### src/logic/dmb_consts.svh
// constants of the damper actuator modbus register bank
// assumes a modbus framer outside that hands over one register per beat
// Overview of operation
// - one flat table, address is number minus one
// - every entry reachable by holding-register functions
// - functions 3 and 6 always supported
// - functions 2, 4 and 16 also accepted
// - bit reads of fault flags from 1664
// - writable registers below 100 are volatile
// - writable registers above 100 are retained
// - setpoint 0 to 10000 is 0 to 100 percent
// - override 2 closes, 3 forces minimum
// - relative and absolute position at 4, 5
// - flow values at 6, 7, flow variants
// - auxiliary sensor reading at address 8
// - serial at 100 to 102, version 103
// - fault flags at 104, also bitwise readable
// - rated flow at address 110
// - command register 2 starts service, self-clears
`ifndef DMB_CONSTS_SVH
`define DMB_CONSTS_SVH

// ****************************************
// table addresses
// ****************************************
`define DMB_ADR_SETPOINT   16'h0000
`define DMB_ADR_FORCED     16'h0001
`define DMB_ADR_COMMAND    16'h0002
`define DMB_ADR_CATEGORY   16'h0003
`define DMB_ADR_POS_PCT    16'h0004
`define DMB_ADR_POS_ABS    16'h0005
`define DMB_ADR_FLOW_PCT   16'h0006
`define DMB_ADR_FLOW_ABS   16'h0007
`define DMB_ADR_AUX_VAL    16'h0008
`define DMB_ADR_SERIAL_1   16'h0064
`define DMB_ADR_SERIAL_2   16'h0065
`define DMB_ADR_SERIAL_4   16'h0066
`define DMB_ADR_VERSION    16'h0067
`define DMB_ADR_FAULTS     16'h0068
`define DMB_ADR_LOWER      16'h0069
`define DMB_ADR_UPPER      16'h006A
`define DMB_ADR_AUX_KIND   16'h006B
`define DMB_ADR_LOSS_POS   16'h006C
`define DMB_ADR_RESERVED   16'h006D
`define DMB_ADR_RATED      16'h006E
`define DMB_BIT_BASE       16'h0680
`define DMB_BIT_COUNT      16'h0010

// ****************************************
// function and exception codes
// ****************************************
`define DMB_FC_RD_BITS     8'h02
`define DMB_FC_RD_HOLD     8'h03
`define DMB_FC_RD_INPUT    8'h04
`define DMB_FC_WR_SINGLE   8'h06
`define DMB_FC_WR_MULTI    8'h10
`define DMB_EXC_NONE       8'h00
`define DMB_EXC_FUNC       8'h01
`define DMB_EXC_ADDR       8'h02
`define DMB_EXC_VALUE      8'h03

// ****************************************
// values and reset values
// ****************************************
`define DMB_PCT_FULL       16'h2710
`define DMB_FORCE_NONE     16'h0000
`define DMB_FORCE_OPEN     16'h0001
`define DMB_FORCE_CLOSE    16'h0002
`define DMB_FORCE_MIN      16'h0003
`define DMB_CMD_NONE       16'h0000
`define DMB_CMD_LAST       16'h0004
`define DMB_RST_WORD       16'h0000

`endif

### src/logic/dmb_pkg.sv
// types shared by the damper actuator modbus register bank
// assumes the constants header is included by the users of these types
package dmb_pkg;
    typedef logic [15:0] dmb_word_t;
    typedef logic [7:0]  dmb_code_t;
    // class of a request beat after decoding
    typedef enum logic [1:0] {
        DMB_KIND_READ,
        DMB_KIND_BITS,
        DMB_KIND_WRITE,
        DMB_KIND_BAD
    } dmb_kind_t;
endpackage

### src/logic/dmb_regbank.sv
// register bank of the damper actuator behind its modbus slave
// assumes a framer on clk_i that splits multi-register frames into beats,
// one register (or one bit) per beat, and an external retained store
`timescale 1ns/100ps
`default_nettype none
`include "dmb_consts.svh"

module dmb_regbank #(
    parameter logic [15:0] SERIAL_1 = 16'h1234, // arbitrary value
    parameter logic [15:0] SERIAL_2 = 16'h5678, // arbitrary value
    parameter logic [15:0] SERIAL_4 = 16'h9ABC, // arbitrary value
    parameter logic [15:0] VERSION  = 16'h0101  // arbitrary value
) (
    // clock and reset
    input  wire logic               clk_i,
    input  wire logic               rst_i,
    // request beat from the framer
    input  wire logic               req_valid_i,
    input  wire dmb_pkg::dmb_code_t req_func_i,
    input  wire dmb_pkg::dmb_word_t req_addr_i,
    input  wire dmb_pkg::dmb_word_t req_wdata_i,
    // answer beat to the framer
    output logic                    rsp_valid_o,
    output dmb_pkg::dmb_word_t      rsp_data_o,
    output dmb_pkg::dmb_code_t      rsp_exc_o,
    // measurements from the actuator core
    input  wire dmb_pkg::dmb_word_t category_i,
    input  wire dmb_pkg::dmb_word_t pos_pct_i,
    input  wire dmb_pkg::dmb_word_t pos_abs_i,
    input  wire dmb_pkg::dmb_word_t flow_pct_i,
    input  wire dmb_pkg::dmb_word_t flow_abs_i,
    input  wire dmb_pkg::dmb_word_t aux_val_i,
    input  wire dmb_pkg::dmb_word_t faults_i,
    input  wire dmb_pkg::dmb_word_t rated_i,
    // retained store, loaded at reset
    input  wire dmb_pkg::dmb_word_t nv_lower_i,
    input  wire dmb_pkg::dmb_word_t nv_upper_i,
    input  wire dmb_pkg::dmb_word_t nv_aux_kind_i,
    input  wire dmb_pkg::dmb_word_t nv_loss_pos_i,
    output dmb_pkg::dmb_word_t      nv_lower_o,
    output dmb_pkg::dmb_word_t      nv_upper_o,
    output dmb_pkg::dmb_word_t      nv_aux_kind_o,
    output dmb_pkg::dmb_word_t      nv_loss_pos_o,
    // demands to the actuator core
    output dmb_pkg::dmb_word_t      demand_o,
    output dmb_pkg::dmb_word_t      command_o,
    input  wire logic               cmd_done_i
);

    // ****************************************
    // request decode
    // ****************************************
    dmb_pkg::dmb_kind_t kind;
    dmb_pkg::dmb_word_t bit_off;
    wire fc_read  = (req_func_i == `DMB_FC_RD_HOLD)
                  | (req_func_i == `DMB_FC_RD_INPUT);
    wire fc_bits  = (req_func_i == `DMB_FC_RD_BITS);
    wire fc_write = (req_func_i == `DMB_FC_WR_SINGLE)
                  | (req_func_i == `DMB_FC_WR_MULTI);
    assign kind = fc_read  ? dmb_pkg::DMB_KIND_READ  :
                  fc_bits  ? dmb_pkg::DMB_KIND_BITS  :
                  fc_write ? dmb_pkg::DMB_KIND_WRITE :
                             dmb_pkg::DMB_KIND_BAD;
    // bit reads only cover the fault word, 16 bits from the base
    assign bit_off = req_addr_i - `DMB_BIT_BASE;
    wire bit_hit = (req_addr_i >= `DMB_BIT_BASE)
                 & (bit_off < `DMB_BIT_COUNT);

    // ****************************************
    // storage
    // ****************************************
    dmb_pkg::dmb_word_t setpoint_q, forced_q, command_q;
    dmb_pkg::dmb_word_t lower_q, upper_q, aux_kind_q, loss_pos_q;
    dmb_pkg::dmb_word_t demand_q;
    logic               rsp_valid_q;
    dmb_pkg::dmb_word_t rsp_data_q;
    dmb_pkg::dmb_code_t rsp_exc_q;

    // ****************************************
    // read selection over the flat table
    // ****************************************
    dmb_pkg::dmb_word_t rd_data;
    logic               rd_hit;
    // one flat table, address = register number - 1
    always_comb
    begin
        rd_hit  = 1'b1;
        rd_data = `DMB_RST_WORD;
        case (req_addr_i)
            `DMB_ADR_SETPOINT: rd_data = setpoint_q;
            `DMB_ADR_FORCED:   rd_data = forced_q;
            `DMB_ADR_COMMAND:  rd_data = command_q;
            `DMB_ADR_CATEGORY: rd_data = category_i;
            `DMB_ADR_POS_PCT:  rd_data = pos_pct_i;
            `DMB_ADR_POS_ABS:  rd_data = pos_abs_i;
            `DMB_ADR_FLOW_PCT: rd_data = flow_pct_i;
            `DMB_ADR_FLOW_ABS: rd_data = flow_abs_i;
            `DMB_ADR_AUX_VAL:  rd_data = aux_val_i;
            `DMB_ADR_SERIAL_1: rd_data = SERIAL_1;
            `DMB_ADR_SERIAL_2: rd_data = SERIAL_2;
            `DMB_ADR_SERIAL_4: rd_data = SERIAL_4;
            `DMB_ADR_VERSION:  rd_data = VERSION;
            `DMB_ADR_FAULTS:   rd_data = faults_i;
            `DMB_ADR_LOWER:    rd_data = lower_q;
            `DMB_ADR_UPPER:    rd_data = upper_q;
            `DMB_ADR_AUX_KIND: rd_data = aux_kind_q;
            `DMB_ADR_LOSS_POS: rd_data = loss_pos_q;
            `DMB_ADR_RESERVED: rd_data = `DMB_RST_WORD;
            `DMB_ADR_RATED:    rd_data = rated_i;
            default:           rd_hit  = 1'b0;
        endcase
    end

    // ****************************************
    // write checks
    // ****************************************
    // only the writable entries accept a write; all but aux kind and loss position have a value range
    wire a_set  = (req_addr_i == `DMB_ADR_SETPOINT);
    wire a_frc  = (req_addr_i == `DMB_ADR_FORCED);
    wire a_cmd  = (req_addr_i == `DMB_ADR_COMMAND);
    wire a_low  = (req_addr_i == `DMB_ADR_LOWER);
    wire a_upp  = (req_addr_i == `DMB_ADR_UPPER);
    wire a_kind = (req_addr_i == `DMB_ADR_AUX_KIND);
    wire a_loss = (req_addr_i == `DMB_ADR_LOSS_POS);
    wire wr_hit = a_set | a_frc | a_cmd | a_low | a_upp | a_kind | a_loss;
    wire pct_ok = (req_wdata_i <= `DMB_PCT_FULL);
    wire val_ok = ((a_set | a_low | a_upp) ? pct_ok : 1'b1)
                & (a_frc ? (req_wdata_i <= `DMB_FORCE_MIN) : 1'b1)
                & (a_cmd ? (req_wdata_i <= `DMB_CMD_LAST) : 1'b1);
    wire wr_go  = req_valid_i & (kind == dmb_pkg::DMB_KIND_WRITE)
                & wr_hit & val_ok;

    // ****************************************
    // answer
    // ****************************************
    dmb_pkg::dmb_code_t exc_d;
    dmb_pkg::dmb_word_t data_d;
    // an exception is always returned instead of undefined data
    assign exc_d =
        (kind == dmb_pkg::DMB_KIND_BAD)                ? `DMB_EXC_FUNC :
        (kind == dmb_pkg::DMB_KIND_READ  && !rd_hit)   ? `DMB_EXC_ADDR :
        (kind == dmb_pkg::DMB_KIND_BITS  && !bit_hit)  ? `DMB_EXC_ADDR :
        (kind == dmb_pkg::DMB_KIND_WRITE && !wr_hit)   ? `DMB_EXC_ADDR :
        (kind == dmb_pkg::DMB_KIND_WRITE && !val_ok)   ? `DMB_EXC_VALUE :
                                                         `DMB_EXC_NONE;
    // bit path returns the addressed fault bit in bit 0
    assign data_d =
        (exc_d != `DMB_EXC_NONE)             ? `DMB_RST_WORD :
        (kind == dmb_pkg::DMB_KIND_BITS)     ?
            {15'h0000, faults_i[bit_off[3:0]]} :
        (kind == dmb_pkg::DMB_KIND_WRITE)    ? req_wdata_i : rd_data;

    // answer one cycle after every beat
    always_ff @(posedge clk_i)
    begin
        if (rst_i)
        begin
            rsp_valid_q <= 1'b0;
            rsp_data_q  <= `DMB_RST_WORD;
            rsp_exc_q   <= `DMB_EXC_NONE;
        end
        else
        begin
            rsp_valid_q <= req_valid_i;
            rsp_data_q  <= req_valid_i ? data_d : `DMB_RST_WORD;
            rsp_exc_q   <= req_valid_i ? exc_d : `DMB_EXC_NONE;
        end
    end

    // ****************************************
    // volatile operation registers
    // ****************************************
    // lost at reset; the master refreshes them
    always_ff @(posedge clk_i)
    begin
        if (rst_i)
        begin
            setpoint_q <= `DMB_RST_WORD;
            forced_q   <= `DMB_FORCE_NONE;
        end
        else
        begin
            if (wr_go && a_set)
                setpoint_q <= req_wdata_i;
            if (wr_go && a_frc)
                forced_q <= req_wdata_i;
        end
    end

    // command clears itself once the core has acted; a write in the
    // same cycle as the done pulse wins so no command is lost
    always_ff @(posedge clk_i)
    begin
        if (rst_i)
            command_q <= `DMB_CMD_NONE;
        else if (wr_go && a_cmd)
            command_q <= req_wdata_i;
        else if (cmd_done_i)
            command_q <= `DMB_CMD_NONE;
    end

    // ****************************************
    // retained service registers
    // ****************************************
    // reloaded from the retained store at reset, never cleared
    always_ff @(posedge clk_i)
    begin
        if (rst_i)
        begin
            lower_q    <= nv_lower_i;
            upper_q    <= nv_upper_i;
            aux_kind_q <= nv_aux_kind_i;
            loss_pos_q <= nv_loss_pos_i;
        end
        else
        begin
            if (wr_go && a_low)
                lower_q <= req_wdata_i;
            if (wr_go && a_upp)
                upper_q <= req_wdata_i;
            if (wr_go && a_kind)
                aux_kind_q <= req_wdata_i;
            if (wr_go && a_loss)
                loss_pos_q <= req_wdata_i;
        end
    end

    // ****************************************
    // effective demand
    // ****************************************
    dmb_pkg::dmb_word_t demand_d;
    // forced states take the setpoint's place
    assign demand_d =
        (forced_q == `DMB_FORCE_OPEN)  ? `DMB_PCT_FULL :
        (forced_q == `DMB_FORCE_CLOSE) ? `DMB_RST_WORD :
        (forced_q == `DMB_FORCE_MIN)   ? lower_q :
                                         setpoint_q;

    always_ff @(posedge clk_i)
    begin
        if (rst_i)
            demand_q <= `DMB_RST_WORD;
        else
            demand_q <= demand_d;
    end

    // ****************************************
    // outputs
    // ****************************************
    assign rsp_valid_o   = rsp_valid_q;
    assign rsp_data_o    = rsp_data_q;
    assign rsp_exc_o     = rsp_exc_q;
    assign demand_o      = demand_q;
    assign command_o     = command_q;
    assign nv_lower_o    = lower_q;
    assign nv_upper_o    = upper_q;
    assign nv_aux_kind_o = aux_kind_q;
    assign nv_loss_pos_o = loss_pos_q;
endmodule
`default_nettype wire
### config.mk
export PLATFORM = sky130hd
export DESIGN_NAME = dmb_regbank
export DESIGN_NICKNAME = d
export VERILOG_FILES = /design/src/logic/dmb_pkg.sv /design/src/logic/dmb_regbank.sv
export VERILOG_INCLUDE_DIRS = /design/src /design/src/logic
export SDC_FILE = /design/constraint.sdc
export NUM_CORES = 1
export LEC_CHECK = 0
export BUFFER_PORTS_ARGS = -buffer_cell sky130_fd_sc_hd__buf_2
export CAP_MARGIN = 20
export CELL_PAD_IN_SITES_DETAIL_PLACEMENT = 1
export CELL_PAD_IN_SITES_GLOBAL_PLACEMENT = 1
export CORE_MARGIN = 2
export CORE_UTILIZATION = 34
export CTS_CLUSTER_DIAMETER = 30
export DETAILED_ROUTE_END_ITERATION = 6
export PLACE_DENSITY_LB_ADDON = 0.1
export REMOVE_ABC_BUFFERS = 1
export SYNTH_ARGS = -nofsm -noshare
export SYNTH_HDL_FRONTEND = slang
export SYNTH_SLANG_ARGS = --single-unit
### constraint.sdc
create_clock -name clk_i -period 3.16 [get_ports clk_i]
set_input_delay 0.316 -clock clk_i [delete_from_list [all_inputs] [get_ports clk_i]]
set_output_delay 0.316 -clock clk_i [all_outputs]
set_load 0.05 [all_outputs]
==> results of run 1 <==
==> cells in the mapped netlist (14+ instances only) <==
| master | instances | area share |
|---|---|---|
| nand2_1 | 179 | 0.086 |
| dfxtp_1 | 83 | 0.21 |
| edfxtp_1 | 64 | 0.25 |
| a22oi_1 | 43 | 0.042 |
| nor2_1 | 41 | 0.020 |
| clkbuf_1 | 38 | 0.018 |
| mux2i_1 | 33 | 0.043 |
| and2_1 | 31 | 0.025 |
| a221oi_1 | 27 | 0.030 |
| nand2b_1 | 22 | 0.018 |
| nand3_1 | 22 | 0.014 |
| nand4_1 | 18 | 0.014 |
| a222oi_1 | 15 | 0.019 |
| a22o_1 | 14 | 0.016 |
| nor3_1 | 14 | 0.0090 |
==> where the power goes <==
group,switching [W],internal (W),total (W)
Clock,0.000986,0.00109,0.00208
Combinational,0.000601,0.000249,0.000850
Sequential,0.0000584,0.00208,0.00213
Total,0.00165,0.00342,0.00507
==> critical path: cells and delay by family <==
kind | cells | cell delay, ns
buffers and inverters | 2 | 0.29
AOI/OAI and AO/OA | 1 | 0.20
and+or+nand+nor | 6 | 2.17
==> per-layer routing <==
layer | track usage | part of all wire | up-vias
met3 | 0.0780 | 0.087 | 65
met2 | 0.539 | 0.47 | 487
li1 | - | - | 3907
met4 | 0.0988 | 0.024 | 4
met5 | 0 | 0.00045 | -
met1 | 0.431 | 0.42 | 4307
==> registers in the layout, indices dropped and copies added (netlist names) <==
register and count:
command_o 16, demand_o 16, forced_q 16, nv_aux_kind_o 16, nv_loss_pos_o 16, nv_lower_o 16, nv_upper_o 16, rsp_data_o 16
rsp_exc_o 2, rsp_valid_o 1, setpoint_q 16
==> cell families after synthesis <==
family,share of synthesized area
fa+ha+maj,0.00161
compound gates,0.186
xor+xnor,0.00226
other cells,0.000483
simple gates,0.256
mux,0.0556
buf+inv,0.0366
flops,0.461
==> path summary, 6_finish.rpt <==
check | startpoint | end | slack [ns] | cells after the start
worst min register to register | command_o[6] | command_o[6] | 0.49 | 1
worst min-delay path | nv_aux_kind_i[6] | nv_aux_kind_o[6] | 0.15 | 3
worst max register to register | forced_q[2] | demand_o[3] | 0.68 | 6
worst max-delay path | req_addr_i[12] | rsp_data_o[15] | 0.52 | 9
==> final cells by class <==
type | instances | area (µm²) | area share
Sequential cell | 147 | 3580 | 0.323
Antenna cell | 2 | 5.00 | 0.000452
Inverter | 7 | 26.3 | 0.00237
Multi-Input combinational cell | 613 | 4020 | 0.363
Timing Repair Buffer | 431 | 2500 | 0.226
Clock inverter | 14 | 135 | 0.0122
Clock buffer | 18 | 450 | 0.0407
Tap cell | 285 | 357 | 0.0322
==> per-stage QoR <==
stage | utilization | setup slack, ns | power (W) | hold WS (ns)
5_1_grt | 0.492 | 0.319 | 0.00520 | 0.149
3_5_place_dp | 0.466 | 0.125 | 0.00302 | 0.483
4_1_cts | 0.492 | 0.556 | 0.00507 | 0.141
3_3_place_gp | 0.466 | 0.286 | 0.00302 | 0.466
2_1_floorplan | - | -0.170 | 0.00258 | 0.385
6_report | 0.492 | 0.521 | 0.00507 | 0.145
==> results.json, run 1 <==
{
  "crit_arrival_ns": 2.98,
  "drt_iter0_markers": 769,
  "synth_cell_types": 73,
  "grt_pass1_vias": 8730,
  "p_per_area_nw_per_um2": 457,
  "status": "completed",
  "wl_per_cell_um": 26.4,
  "cts_max_level": 4,
  "async_reset_ff_frac": 0,
  "first_pass_iters": 7,
  "final_hold_viol_count": 0,
  "grt_pass1_wl_mm": 57.5,
  "nets": 1454,
  "grt_overflow": 0,
  "cts_setup_buffers": 0,
  "fill_cells": 2721,
  "grt_start_max_net_pins": 53,
  "cts-hold-fix-buffers": 0,
  "drc": 0,
  "syn_inst": 819,
  "vias_per_cell": 5.78,
  "critPathLaunchType": "primary input",
  "drv_cap": 0,
  "rsz0062_at_grt": "false",
  "clk_pin_slew_ns": 0.08,
  "path_max_fanout": 15,
  "synthFlopType": "dfxtp_1",
  "clockRootBuffer": "clkbuf_16",
  "numPortBuffers": 350,
  "routed_wl_mm": 40.0,
  "area_growth_syn_to_layout_pct": 42.6,
  "place_area_um2": 10500,
  "setup_viol": 0,
  "core_um2": 22500,
  "synth.cell_area_um2": 7770,
  "power_leakage_nw": 5.08,
  "period_needed_ns": 2.64,
  "stdcell_count": 1517,
  "cts_sinks": 147,
  "drv_slew": 0,
  "path_class": "primary input to flop",
  "critPathCaptureType": "flop",
  "ys_warn_count": 0,
  "antenna_found_initial": 3,
  "ant_nets": 0,
  "die_area_um2": 24100,
  "synth.ff_latch_count": 147,
  "crit_chain": "buf_2 -> or4_1 -> nor2_2 -> nand2_1 -> nor4b_1 -> nor4_1 -> or4_1 -> buf_12 -> a221oi_1",
  "die_w_um": 155,
  "relSlewSlack": 0.539,
  "min_path_type": "primary input to flop",
  "fmax_mhz": 379,
  "dp_cells": 1483,
  "final_cell_mix": "buf_2, nand2_1, dfxtp_1",
  "required_ns": 3.50,
  "cts_tree": "done",
  "yosysSeqAreaShare": 0.461,
  "slowest_stage": "or4_1",
  "initial_core_util": 0.345,
  "place_congestion": 0.976,
  "final_layout_size_suffix_gt1_frac": 0.413,
  "final_common_cell": "buf_2",
  "dp_hpwl_mm": 31.7,
  "vias": 8770,
  "die_y_um": 155,
  "cts_buffers": 17,
  "pin_count": 357,
  "final.setup.tns_ns": 0,
  "peakVddDrop_uv": 308,
  "fin_skew_ns": 0.0111,
  "clock_latency_ns": 0.44,
  "clock_path_buffers": 2,
  "max_stage_delay_ns": 0.62,
  "cp_common_cell": "or4_1",
  "rows": 55,
  "fin_area_um2": 11100,
  "grt.total_usage": 0.329,
  "cts_resized": 0,
  "synth_edf_count": 64,
  "finalCritPeriodShare": 0.835,
  "worstMarginPinSlew_ns": 0.691,
  "syn_avg_cell_area_um2": 9.49
}
No activity file was read; power rests on OpenSTA's default activity.
==> run 2: changes to the inputs <==
==> constraint.sdc (replaced) <==
create_clock -name clk_i -period 2.7 [get_ports clk_i]
set_input_delay 0.27 -clock clk_i [delete_from_list [all_inputs] [get_ports clk_i]]
set_output_delay 0.27 -clock clk_i [all_outputs]
set_load 0.05 [all_outputs]
==> results.json, run 2 (synthesis gave the netlist of run 1 again) <==
{
  "cts_max_level": 4,
  "period_needed_ns": 2.49,
  "routed_wl_mm": 40.2,
  "drc": 0,
  "power_w": 0.00599,
  "dp_hpwl_mm": 31.4,
  "critPathLaunchType": "primary input",
  "grt_start_max_net_pins": 59,
  "min_path_type": "primary input to flop",
  "die_area_um2": 24100,
  "grt_pass1_vias": 8844,
  "fill_cells": 2706,
  "drv_cap": 0,
  "cts_resized": 0,
  "final_layout_size_suffix_gt1_frac": 0.431,
  "required_ns": 3.03,
  "peakVddDrop_uv": 314,
  "clockRootBuffer": "clkbuf_16",
  "nets": 1492,
  "rows": 55,
  "place_congestion": 0.973,
  "seq_area_um2": 3580,
  "rsz0062_at_grt": "false",
  "clk_pin_slew_ns": 0.08,
  "ant_nets": 0,
  "fmax_mhz": 402,
  "crit_arrival_ns": 2.82,
  "path_class": "primary input to flop",
  "postLayoutCoreUtil": 0.508,
  "critPathCaptureType": "flop",
  "drv_slew": 0,
  "final_common_cell": "buf_2",
  "clock_path_buffers": 2,
  "area_growth_syn_to_layout_pct": 47.3,
  "cp_top_family": "simple AND/OR/NAND/NOR gates",
  "worstMarginPinSlew_ns": 0.706,
  "pin_count": 357,
  "final_cell_mix": "buf_2, nand2_1, buf_4",
  "p_per_area_nw_per_um2": 523,
  "first_pass_iters": 6,
  "multi_input_area_um2": 4020,
  "die_y_um": 155,
  "core_um2": 22500,
  "final.setup.tns_ns": 0,
  "antenna_found_initial": 2,
  "clock_latency_ns": 0.44,
  "path_max_fanout": 15,
  "crit_chain": "buf_2 -> or4_1 -> nor2_2 -> nand2_1 -> nor4b_1 -> nor4_1 -> or4_1 -> buf_4 -> a221oi_1",
  "vias_per_cell": 5.69,
  "wl_per_cell_um": 25.9,
  "cts_setup_buffers": 0,
  "cts-hold-fix-buffers": 0,
  "cts_buffers": 17,
  "grt_overflow": 0,
  "finalCritPeriodShare": 0.922,
  "relSlewSlack": 0.529,
  "fin_skew_ns": 0.0208,
  "cp_common_cell": "or4_1",
  "initial_core_util": 0.345,
  "numPortBuffers": 350,
  "cts_sinks": 147,
  "status": "completed",
  "power_leakage_nw": 5.28,
  "die_w_um": 155,
  "fin_area_um2": 11400,
  "setup_viol": 0,
  "slowest_stage": "or4_1",
  "place_area_um2": 10800,
  "final_hold_viol_count": 0,
  "max_stage_delay_ns": 0.65,
  "vias": 8843,
  "drt_iter0_markers": 793,
  "cts_tree": "done",
  "critPathBufInv": 2,
  "grt_pass1_wl_mm": 57.4,
  "grt.total_usage": 0.328
}
run 2: cell types whose count changed in the layout (fill, tap and decap cells not counted):
cell | before | now
clkinvlp_4 | 0 | 1
buf_4 | 71 | 104
inv_8 | 3 | 4
buf_12 | 11 | 16
diode_2 | 2 | 1
inv_4 | 1 | 2
clkinv_2 | 2 | 0
clkinv_8 | 2 | 3
inv_6 | 5 | 4
clkinv_4 | 1 | 0
run 2: area by class of cell:
class                           instances  area share
Multi-Input combinational cell        613       0.352
Sequential cell                       147       0.313
Clock inverter                         14      0.0130
Tap cell                              285      0.0312
Clock buffer                           18      0.0394
Antenna cell                            1    0.000219
Inverter                                7     0.00230
Timing Repair Buffer                  469       0.249
run 2: metrics by stage:
| step | std cells | hold WS [ns] | setup slack, ns |
|---|---|---|---|
| 4_1_cts | 1553 | 0.0867 | 0.272 |
| 6_report | 1554 | 0.0953 | 0.211 |
| 5_1_grt | 1554 | 0.0966 | 0.121 |
| 2_1_floorplan | 767 | 0.339 | -0.584 |
| 3_3_place_gp | 1521 | 0.461 | -0.0888 |
| 3_5_place_dp | 1521 | 0.478 | -0.155 |
run 2: worst min-delay path: stages:
cell and delay (ns):
buf_2 0.07, nand2_1 0.04, nand2_1 0.05
run 2: routing by layer:
layer  up-vias  share of wire  GRT usage  routed length, µm
met1      4348           0.42      0.431              16900
met2       464           0.47      0.545              19100
met4         2          0.022     0.0948                897
met3        55          0.081     0.0696               3270
met5         -        0.00027          0                 11
li1       3974              -          -                  -
run 2: path summary, 6_finish.rpt:
check | from | to | slack, ns | depth (start not counted)
worst max-delay path | req_addr_i[12] | rsp_data_o[15] | 0.21 | 9
worst min-delay path | nv_loss_pos_i[6] | nv_loss_pos_o[6] | 0.1 | 3
worst max register to register | forced_q[2] | demand_o[6] | 0.52 | 7
worst min register to register | command_o[5] | command_o[5] | 0.50 | 1
run 2: power breakdown:
group / switching [W] / leakage [nW] / total, W / internal, W
logic: 0.000707 / 3.70 / 0.00101 / 0.000307
clock network: 0.00118 / 0.294 / 0.00247 / 0.00129
registers: 0.0000680 / 1.29 / 0.00250 / 0.00243
